--- src/verilog/rpsel_pkg.sv ---
/*
 Constants for the remappable pin select block: register map, field
 layout, reset values, key bytes, pin-availability masks.
 Assumes a 16-bit register image placed in the low half of each
 32-bit Avalon word.
*/
package rpsel_pkg;
   // Byte offsets on the register bus
   localparam logic [7:0] OFS_OSC     = 8'h00;
   localparam logic [7:0] OFS_STAT    = 8'h04;
   localparam logic [7:0] OFS_MASK    = 8'h08;
   localparam logic [3:0] IN_BASE_HI  = 4'h4;   // 0x40..0x4c
   localparam logic [1:0] OUT_BASE_HI = 2'h2;   // 0x80..0xbc

   // Register counts and field layout
   localparam int         N_IN_REG    = 4;
   localparam int         N_OUT_REG   = 16;
   localparam int         N_REG       = N_IN_REG + N_OUT_REG;
   localparam int         N_IN_FN     = 2 * N_IN_REG;
   localparam int         N_OUT_FN    = 16;
   localparam int         N_RP        = 2 * N_OUT_REG;
   localparam int         N_PIN       = 44;
   localparam int         FLD_W       = 6;
   localparam int         FLD_LO      = 0;
   localparam int         FLD_HI      = 8;
   localparam int         LOCK_BIT    = 6;
   localparam logic [5:0] MAX_PIN_SEL = 6'h2b;  // 43

   // Reset values and implemented-bit masks
   localparam logic [15:0] IN_RST     = 16'h3f3f;
   localparam logic [15:0] OUT_RST    = 16'h0000;
   localparam logic [15:0] IN_WMASK   = 16'h3f3f;

   // Unlock keys, written to the low byte of the oscillator control
   localparam logic [7:0] KEY_ONE     = 8'h46;
   localparam logic [7:0] KEY_TWO     = 8'h57;

   // Status / mask bit positions
   localparam int         ST_MISMATCH = 0;
   localparam int         ST_LOCKCHG  = 1;
   localparam int         ST_BLOCKED  = 2;
   localparam int         ST_W        = 3;

   // Implemented pin numbers per package pin count
   localparam logic [63:0] IMPL_64    = 64'h0000_0020_3fff_7fdf;
   localparam logic [63:0] IMPL_80    = 64'h0000_0d7e_7fff_ffff;
   localparam logic [63:0] IMPL_100   = 64'h0000_0fff_ffff_ffff;

   typedef enum logic [2:0]
   {
      SQ_IDLE = 3'b001,
      SQ_KEY1 = 3'b010,
      SQ_KEY2 = 3'b100
   } rpsel_seq_e;
endpackage

--- src/verilog/rpsel_top.sv ---
/*
 Remappable pin select with write protection, shadow monitoring and
 an interrupt on protection events.
 Assumes an Avalon-MM master on clk_sys, peripheral outputs on
 clk_sys, and asynchronous pad inputs that are synchronised here.
*/
`timescale 1ns/1ps

// What this block does
// - Each functional input takes one pin; each pin takes one function.
// - One pin may feed many inputs; one function may drive many pins.
// - Fields address 64 pins; at most 44 exist, 12 input-only.
// - Input selection of absent pin or above 43 leaves input unconnected.
// - Output fields of absent pins are not stored; writes ignored.
// - Locked mapping writes complete normally but change nothing.
// - Lock bit 6 of oscillator control blocks mapping writes when set.
// - Lock bit holds until changed by the unlock sequence.
// - Shadows track mapping registers; a difference raises mismatch reset.
// - With one-way option set, a set lock cannot be cleared.
// - Under one-way option only device reset clears the lock.
// - One-way option unprogrammed is set: a single write session.
// - Available pins depend on package: 64, 80 or 100 pins.
// - Output register holds fields at bits 13-8 and 5-0.
module rpsel_top #(
   parameter int PIN_COUNT = 100
)(
   // Clock and reset
   input  wire logic                          clk_sys,
   input  wire logic                          rst,
   // Avalon-MM slave
   input  wire logic [7:0]                    address,
   input  wire logic                          read,
   input  wire logic                          write,
   input  wire logic [31:0]                   writedata,
   input  wire logic [3:0]                    byteenable,
   output      logic [31:0]                   readdata,
   output      logic                          waitrequest,
   // Configuration word option and system reset request
   input  wire logic                          one_way_lock_cfg,
   output      logic                          cfg_mismatch_rst,
   output      logic                          irq,
   // Pads
   input  wire logic [rpsel_pkg::N_PIN-1:0]   remap_pin_i,
   output      logic [rpsel_pkg::N_RP-1:0]    remap_pin_o,
   output      logic [rpsel_pkg::N_RP-1:0]    remap_pin_oe_n,
   // Peripheral side
   input  wire logic [rpsel_pkg::N_OUT_FN-1:0] periph_out,
   output      logic [rpsel_pkg::N_IN_FN-1:0]  periph_in
);
   logic [rpsel_pkg::N_REG-1:0][15:0]    map_r;
   logic [rpsel_pkg::N_REG-1:0][15:0]    shadow_r;
   logic [rpsel_pkg::N_PIN-1:0]          sync1_r;
   logic [rpsel_pkg::N_PIN-1:0]          sync2_r;
   logic [rpsel_pkg::N_IN_FN-1:0]        periph_in_r;
   logic [rpsel_pkg::N_RP-1:0]           pin_o_r;
   logic [rpsel_pkg::N_RP-1:0]           pin_oe_n_r;
   logic [rpsel_pkg::ST_W-1:0]           stat_r;
   logic [rpsel_pkg::ST_W-1:0]           stat_nxt;
   logic [rpsel_pkg::ST_W-1:0]           mask_r;
   logic [31:0]                          rdata_r;
   logic                                 ack_r;
   logic                                 lock_r;
   logic                                 lock_nxt;
   logic                                 one_way_r;
   logic                                 mismatch_r;
   rpsel_pkg::rpsel_seq_e                seq_r;
   rpsel_pkg::rpsel_seq_e                seq_nxt;
   logic [5:0]                           in_fld  [rpsel_pkg::N_IN_FN];
   logic [5:0]                           out_fld [rpsel_pkg::N_RP];

   // Package variant selects which pin numbers exist
   wire [63:0] impl = (PIN_COUNT == 64) ? rpsel_pkg::IMPL_64 :
                      (PIN_COUNT == 80) ? rpsel_pkg::IMPL_80 :
                                          rpsel_pkg::IMPL_100;

   // Avalon handshake: one wait cycle, answer on the second
   wire        req     = read | write;
   wire        wr_go   = write & ack_r;
   wire        rd_go   = read & ack_r;
   wire        acc_go  = wr_go | rd_go;
   assign waitrequest  = req & ~ack_r;
   assign readdata     = rdata_r;

   // Address decode
   wire        osc_hit  = (address == rpsel_pkg::OFS_OSC);
   wire        stat_hit = (address == rpsel_pkg::OFS_STAT);
   wire        mask_hit = (address == rpsel_pkg::OFS_MASK);
   wire        in_hit   = (address[7:4] == rpsel_pkg::IN_BASE_HI) &&
                          (address[1:0] == 2'h0);
   wire        out_hit  = (address[7:6] == rpsel_pkg::OUT_BASE_HI) &&
                          (address[1:0] == 2'h0);
   wire        map_hit  = in_hit | out_hit;
   wire [3:0]  out_pair = address[5:2];
   wire [4:0]  map_idx  = in_hit ? {3'h0, address[3:2]}
                                 : 5'(5'd4 + {1'b0, out_pair});

   // Absent output pins keep their fields at zero
   wire [15:0] out_wmask = {2'h0, {6{impl[{out_pair, 1'b1}]}},
                            2'h0, {6{impl[{out_pair, 1'b0}]}}};
   wire [15:0] wmask     = (in_hit ? rpsel_pkg::IN_WMASK : out_wmask) &
                           {{8{byteenable[1]}}, {8{byteenable[0]}}};
   wire [15:0] map_new   = (map_r[map_idx] & ~wmask) |
                           (writedata[15:0] & wmask);

   // Locked writes are acknowledged but dropped
   wire        map_we    = wr_go & map_hit & ~lock_r;
   wire        blocked   = wr_go & map_hit & lock_r;

   // Unlock sequence decode
   wire        osc_wr_lo = wr_go & osc_hit & byteenable[0];
   wire        key_one   = osc_wr_lo &
                           (writedata[7:0] == rpsel_pkg::KEY_ONE);
   wire        key_two   = osc_wr_lo &
                           (writedata[7:0] == rpsel_pkg::KEY_TWO);
   wire        lock_wr   = osc_wr_lo & (seq_r == rpsel_pkg::SQ_KEY2);
   // One-way option freezes a set lock until device reset
   wire        lock_frz  = one_way_r & lock_r;

   // Read mux; unmapped addresses read zero
   wire [31:0] osc_rd  = 32'(lock_r) << rpsel_pkg::LOCK_BIT;
   wire [31:0] rd_mux  =
      osc_hit  ? osc_rd :
      stat_hit ? {29'h0, stat_r} :
      mask_hit ? {29'h0, mask_r} :
      map_hit  ? {16'h0, map_r[map_idx]} : 32'h0;

   // Interrupt: sticky events gated by mask
   assign irq = |(stat_r & mask_r);

   // Bus acknowledge and read data
   always_ff @(posedge clk_sys)
   begin
      if (rst)
      begin
         ack_r   <= 1'b0;
         rdata_r <= 32'h0;
      end
      else
      begin
         ack_r   <= req & ~ack_r;
         rdata_r <= (read & ~ack_r) ? rd_mux : rdata_r;
      end
   end

   // Unlock FSM; any other completed access aborts, but a repeated first key holds the first-key state
   always_comb
   begin
      seq_nxt = seq_r;
      if (acc_go)
      begin
         case (seq_r)
            rpsel_pkg::SQ_IDLE:
               seq_nxt = key_one ? rpsel_pkg::SQ_KEY1 : rpsel_pkg::SQ_IDLE;
            rpsel_pkg::SQ_KEY1:
               seq_nxt = key_two ? rpsel_pkg::SQ_KEY2 :
                         key_one ? rpsel_pkg::SQ_KEY1 : rpsel_pkg::SQ_IDLE;
            rpsel_pkg::SQ_KEY2:
               seq_nxt = rpsel_pkg::SQ_IDLE;
            default:
               seq_nxt = rpsel_pkg::SQ_IDLE;
         endcase
      end
   end

   // Lock keeps its state between sessions
   assign lock_nxt = (lock_wr && !lock_frz) ?
                     writedata[rpsel_pkg::LOCK_BIT] : lock_r;

   // Lock resets clear; option latched while reset is held
   always_ff @(posedge clk_sys)
   begin
      if (rst)
      begin
         seq_r     <= rpsel_pkg::SQ_IDLE;
         lock_r    <= 1'b0;
         one_way_r <= one_way_lock_cfg;
      end
      else
      begin
         seq_r     <= seq_nxt;
         lock_r    <= lock_nxt;
      end
   end

   // Mapping registers and their shadows written together
   always_ff @(posedge clk_sys)
   begin
      if (rst)
      begin
         for (int i = 0; i < rpsel_pkg::N_REG; i++)
         begin
            map_r[i]    <= (i < rpsel_pkg::N_IN_REG) ?
                           rpsel_pkg::IN_RST : rpsel_pkg::OUT_RST;
            shadow_r[i] <= (i < rpsel_pkg::N_IN_REG) ?
                           rpsel_pkg::IN_RST : rpsel_pkg::OUT_RST;
         end
      end
      else if (map_we)
      begin
         map_r[map_idx]    <= map_new;
         shadow_r[map_idx] <= map_new;
      end
   end

   // Any divergence from shadow requests a mismatch reset
   always_ff @(posedge clk_sys)
   begin
      if (rst)
         mismatch_r <= 1'b0;
      else
         mismatch_r <= (map_r != shadow_r);
   end
   assign cfg_mismatch_rst = mismatch_r;

   // Sticky status: a new event wins over a same-cycle clear
   always_comb
   begin
      stat_nxt = stat_r;
      if (wr_go && stat_hit && byteenable[0])
         stat_nxt = stat_r & ~writedata[rpsel_pkg::ST_W-1:0];
      stat_nxt[rpsel_pkg::ST_MISMATCH] =
         stat_nxt[rpsel_pkg::ST_MISMATCH] | mismatch_r;
      stat_nxt[rpsel_pkg::ST_LOCKCHG]  =
         stat_nxt[rpsel_pkg::ST_LOCKCHG] | (lock_nxt != lock_r);
      stat_nxt[rpsel_pkg::ST_BLOCKED]  =
         stat_nxt[rpsel_pkg::ST_BLOCKED] | blocked;
   end

   // Status and mask registers
   always_ff @(posedge clk_sys)
   begin
      if (rst)
      begin
         stat_r <= '0;
         mask_r <= '0;
      end
      else
      begin
         stat_r <= stat_nxt;
         if (wr_go && mask_hit && byteenable[0])
            mask_r <= writedata[rpsel_pkg::ST_W-1:0];
      end
   end

   // Field views of the mapping registers
   genvar g;
   generate
      for (g = 0; g < rpsel_pkg::N_IN_FN; g++)
      begin : g_in
         assign in_fld[g] = (g % 2 == 1) ?
            map_r[g/2][rpsel_pkg::FLD_HI +: rpsel_pkg::FLD_W] :
            map_r[g/2][rpsel_pkg::FLD_LO +: rpsel_pkg::FLD_W];
      end
      for (g = 0; g < rpsel_pkg::N_RP; g++)
      begin : g_out
         assign out_fld[g] = (g % 2 == 1) ?
            map_r[rpsel_pkg::N_IN_REG + g/2]
                 [rpsel_pkg::FLD_HI +: rpsel_pkg::FLD_W] :
            map_r[rpsel_pkg::N_IN_REG + g/2]
                 [rpsel_pkg::FLD_LO +: rpsel_pkg::FLD_W];
      end
   endgenerate

   // Pad synchroniser; only the second stage is read
   always_ff @(posedge clk_sys)
   begin
      if (rst)
      begin
         sync1_r <= '0;
         sync2_r <= '0;
      end
      else
      begin
         sync1_r <= remap_pin_i;
         sync2_r <= sync1_r;
      end
   end

   // Zero-extended views so any 6-bit selector indexes safely
   wire [63:0] pin_vec = {20'h0, sync2_r};
   wire [63:0] fn_vec  = {47'h0, periph_out, 1'b0};

   // Each input takes exactly one pin, so no contention
   always_ff @(posedge clk_sys)
   begin
      if (rst)
         periph_in_r <= '0;
      else
         for (int k = 0; k < rpsel_pkg::N_IN_FN; k++)
            periph_in_r[k] <= (in_fld[k] <= rpsel_pkg::MAX_PIN_SEL) &&
                              impl[in_fld[k]] && pin_vec[in_fld[k]];
   end
   assign periph_in = periph_in_r;

   // Each pin takes exactly one function; zero releases it
   always_ff @(posedge clk_sys)
   begin
      if (rst)
      begin
         pin_o_r    <= '0;
         pin_oe_n_r <= '1;
      end
      else
         for (int p = 0; p < rpsel_pkg::N_RP; p++)
         begin
            pin_o_r[p]    <= fn_vec[out_fld[p]];
            pin_oe_n_r[p] <= (out_fld[p] == 6'h0) ||
                             (out_fld[p] > 6'(rpsel_pkg::N_OUT_FN));
         end
   end
   assign remap_pin_o    = pin_o_r;
   assign remap_pin_oe_n = pin_oe_n_r;

   // Checks
   property p_locked_write;
      @(posedge clk_sys) disable iff (rst)
      (wr_go && map_hit && lock_r) |=> $stable(map_r);
   endproperty
   a_locked_write: assert property (p_locked_write)
      else $error("locked mapping write changed a register");
   property p_open_write;
      @(posedge clk_sys) disable iff (rst)
      (wr_go && in_hit && !lock_r && byteenable[1:0] == 2'h3) |=>
         map_r[$past(map_idx)] == ($past(writedata[15:0]) &
                                   rpsel_pkg::IN_WMASK);
   endproperty
   a_open_write: assert property (p_open_write)
      else $error("unlocked input map write not stored");
   property p_invalid_sel;
      @(posedge clk_sys) disable iff (rst)
      (in_fld[0] > rpsel_pkg::MAX_PIN_SEL) |=> !periph_in[0];
   endproperty
   a_invalid_sel: assert property (p_invalid_sel)
      else $error("invalid pin selection connected an input");
   property p_lock_hold;
      @(posedge clk_sys) disable iff (rst)
      !(osc_wr_lo && seq_r == rpsel_pkg::SQ_KEY2) |=> $stable(lock_r);
   endproperty
   a_lock_hold: assert property (p_lock_hold)
      else $error("lock changed outside the unlock sequence");
   property p_one_way;
      @(posedge clk_sys) disable iff (rst)
      (one_way_r && lock_r) |=> lock_r [*3];
   endproperty
   a_one_way: assert property (p_one_way)
      else $error("one-way lock was cleared");
   property p_abort;
      @(posedge clk_sys) disable iff (rst)
      rd_go |=> (seq_r == rpsel_pkg::SQ_IDLE) ##1 $stable(lock_r);
   endproperty
   a_abort: assert property (p_abort)
      else $error("read did not abort the unlock sequence");
   property p_mismatch;
      @(posedge clk_sys) disable iff (rst)
      (map_r != shadow_r) |=> cfg_mismatch_rst ##1
         stat_r[rpsel_pkg::ST_MISMATCH];
   endproperty
   a_mismatch: assert property (p_mismatch)
      else $error("shadow difference not reported");
   property p_absent_out;
      @(posedge clk_sys) disable iff (rst)
      !impl[5] |-> (out_fld[5] == 6'h0 && remap_pin_oe_n[5]);
   endproperty
   a_absent_out: assert property (p_absent_out)
      else $error("absent output pin field not zero");
endmodule

--- config.mk ---
export PLATFORM = sky130hd
export DESIGN_NAME = rpsel_top
export DESIGN_NICKNAME = d
export VERILOG_FILES = /design/src/verilog/rpsel_pkg.sv /design/src/verilog/rpsel_top.sv
export SDC_FILE = /design/constraint.sdc
export NUM_CORES = 1
export LEC_CHECK = 0
export ABC_AREA = 0
export BUFFER_PORTS_ARGS = -buffer_cell sky130_fd_sc_hd__buf_4
export CORE_ASPECT_RATIO = 1.2
export CORE_UTILIZATION = 40
export CTS_BUF_LIST = sky130_fd_sc_hd__clkbuf_4
export CTS_CLUSTER_SIZE = 40
export DETAILED_ROUTE_END_ITERATION = 10
export GPL_ROUTABILITY_DRIVEN = 0
export PLACE_DENSITY = 0.62
export SLEW_MARGIN = 40
export SYNTH_ARGS = -nofsm -noshare
export SYNTH_HDL_FRONTEND = slang
export SYNTH_SLANG_ARGS = --single-unit
--- constraint.sdc ---
create_clock -name clk_sys -period 6.59 [get_ports clk_sys]
set_input_delay 0.659 -clock clk_sys [delete_from_list [all_inputs] [get_ports clk_sys]]
set_output_delay 0.659 -clock clk_sys [all_outputs]
set_load 0.01 [all_outputs]
==> results.cfg <==
[final_layout]
area_growth_pct = 13.3
fillers = 6694
layout_common_cells = 543 x dfxtp_1, 525 x nand2_1, 313 x mux4_2, 237 x a21oi_1, 205 x buf_4
drive_above_1_share_pct = 26.2
final_nets = 3148
design_area_sq_um = 33100
post-route-util_pct = 45.7
final_common_cell = dfxtp_1

[detailed_routing]
ant_nets = 0
m1WireLength_um = 36400
route.met2.wl_um = 45500
drc = 0
first_pass_iters = 6
top_layer_used = met5
route.vias.total = 25000
drtIter0Drc = 2988
totalWireLength_um = 99800
met3WireLength_um = 11200
vias_per_cell = 6.16
wl_per_cell_um = 24.6

[min_path]
whs_endpoint = stat_r[2]
min_from = write
min_path_cells = 4
hp-class = in -> reg

[sta]
fin_crit_ns = 3.55
tightestPinTransition_ns = 0.864
finalSetupViolCount = 0
final_hold_viol_count = 0
max_slew_margin_pct = 42.4
drv_slew = 0
finalCritPeriodShare_pct = 53.9
fmax_mhz = 282
rsz0062_at_grt = no
setup_tns_ns = 0
whs_ns = 0.134
clock_skew_ns = 0.0840

[clock_tree]
tritoncts = built
post_cts_resized = 0
cts_buffers = 143
ctsLongestPathBuffers = 3
cts_root_buf = clkbuf_4
insertion_delay_ns = 1.01
cts.sinks = 549
path_clk_slew_ns = 0.07
cts_max_level = 4

[synthesis]
seq_area_frac_synth_pct = 37.7
ys_ff_latch = 549
async_flop_share_pct = 0
syn-cell-area_sq_um = 29200
synth_flop_cell = dfxtp_1
post_synth.cell_area_avg_sq_um = 9.87
synth-edff-count = 1
synth_cell_types = 69
synthCells = 2955
synth_warnings = 0

[place]
dpl_cell_area_sq_um = 30700
dp_hpwl_um = 66300
io_buffers = 179

[global_route]
grt_max_degree = 189
grt_usage_pct = 26.7
antenna_found_initial = 7
grt_pass1_vias = 24700
grt_pass1_wl_um = 151000
gr-total-overflow = 0

[power]
power_density_nw_per_um2 = 211
leakagePower_nw = 11.6
power_w = 0.00697
ir_worst_vdd_v = 0.000155

[setup_path]
crit_chain = mux2i_1 -> a22oi_1 -> nand3_1 -> a31oi_1 -> mux2_2 -> a2111oi_0 -> a211o_1
cp.arrival_ns = 4.41
cp-start-kind = flip-flop
crit_start = in_fld[21]
cp_data_required_time_ns = 7.46
timing.critical_path.buf_inv = 0
crit_fanout = 18
critical_path_class = reg -> reg
crit_family = compound AO/OA/AOI/OAI gates
timing.rr.start = in_fld[21]
r2r_cells = 7
slowest_delay_ns = 0.78
rrSetupSlack_ns = 3.04
end_kind = flip-flop
cpMaxStageDelayCell = mux2_2

[die]
die-height_um = 298
start_util_pct = 40.4
rows = 108
core_area_sq_um = 72300
ioPinCount = 216
dieArea_sq_um = 74000
fp.dieW_um = 249

[job]
drv_cap = 0

[run_status]
status = complete, no violations
## state kept, by name, summed over array words and instances (netlist names), 3 cells and up, named ones only
register        flops
sync1_r            44
map_r             272
stat_r              3
shadow_r           32
sync2_r            44
seq_r               3
readdata           16
mask_r              3
in_fld             48
remap_pin_oe_n     32
periph_in           8
remap_pin_o        32
## worst max path at each step
stage | end | cells after the start | slack (ns)
after floorplan | flip-flop | 12 | 3.69
after global placement | map_r[282] | 11 | 2.12
after detailed placement | shadow_r[13] | 12 | 2.23
after CTS | shadow_r[13] | 12 | 3.28
after global routing | flip-flop | 7 | 3.14
final | flip-flop | 7 | 3.04
## routing by layer
| layer | up-vias | track usage [%] |
|---|---|---|
| li1 | 10900 | - |
| met1 | 12100 | 32.2 |
| met2 | 1668 | 41.4 |
| met3 | 415 | 7.51 |
| met4 | 10 | 18.2 |
| met5 | - | 0 |
## cells in the mapped netlist (47+ instances only)
| master | number | area (sq um) |
|---|---|---|
| dfxtp_1 | 548 | 11000 |
| nand2_1 | 526 | 1970 |
| mux4_2 | 313 | 7050 |
| clkbuf_1 | 251 | 942 |
| a21oi_1 | 239 | 1200 |
| nor2_1 | 174 | 653 |
| nor2b_1 | 128 | 801 |
| a211oi_1 | 84 | 631 |
| buf_2 | 61 | 305 |
| nor3_1 | 53 | 265 |
| mux2i_1 | 51 | 510 |
| o21ai_0 | 47 | 235 |
## report_power, final
part           switching, W  internal [W]
combinational      0.000384      0.000239
sequential        0.0000287       0.00335
clock               0.00143       0.00154
## per-stage QoR
stage / worst slack, ns / std cells
finish: 3.04 / 4064
global route: 3.14 / 4063
CTS: 3.28 / 4059
detailed placement: 2.23 / 3770
global placement: 2.12 / 3763
floorplan: 3.69 / 2970
## final cells by class
type	instances	area, sq um	share of cell area (%)
diodes	4	10.0	0.0303
clock buffers	192	1440	4.36
clock inverters	43	314	0.950
inverters	16	60.1	0.182
multi-input cells	2054	16800	50.8
flip-flops and latches	549	11000	33.3
well taps	935	1170	3.54
repair buffers	271	2260	6.83
## timing repair
| action | in CTS | in global routing |
|---|---|---|
| hold endpoints to repair | 76 | 0 |
| hold buffers | 54 | 0 |
| buffers inserted | 0 | 0 |
## worst register-to-register path, cell delays in order (launching register included)
cell       delay [ns]
dfxtp_1          0.75
mux2i_1          0.31
a22oi_1          0.21
nand3_1          0.22
a31oi_1          0.58
mux2_2           0.79
a2111oi_0        0.33
a211o_1          0.29
## logic make-up after synthesis
group | Yosys count | share of synthesized area, %
other | 1 | 0.0129
AOI/OAI and AO/OA | 516 | 11.0
adders and majority gates | 4 | 0.172
xor gates and xnor gates | 64 | 1.92
buffers and inverters | 367 | 5.50
DFF | 549 | 37.7
and+or+nand+nor | 1057 | 16.6
muxes | 397 | 27.2
Power figures use the tool's default switching activity.
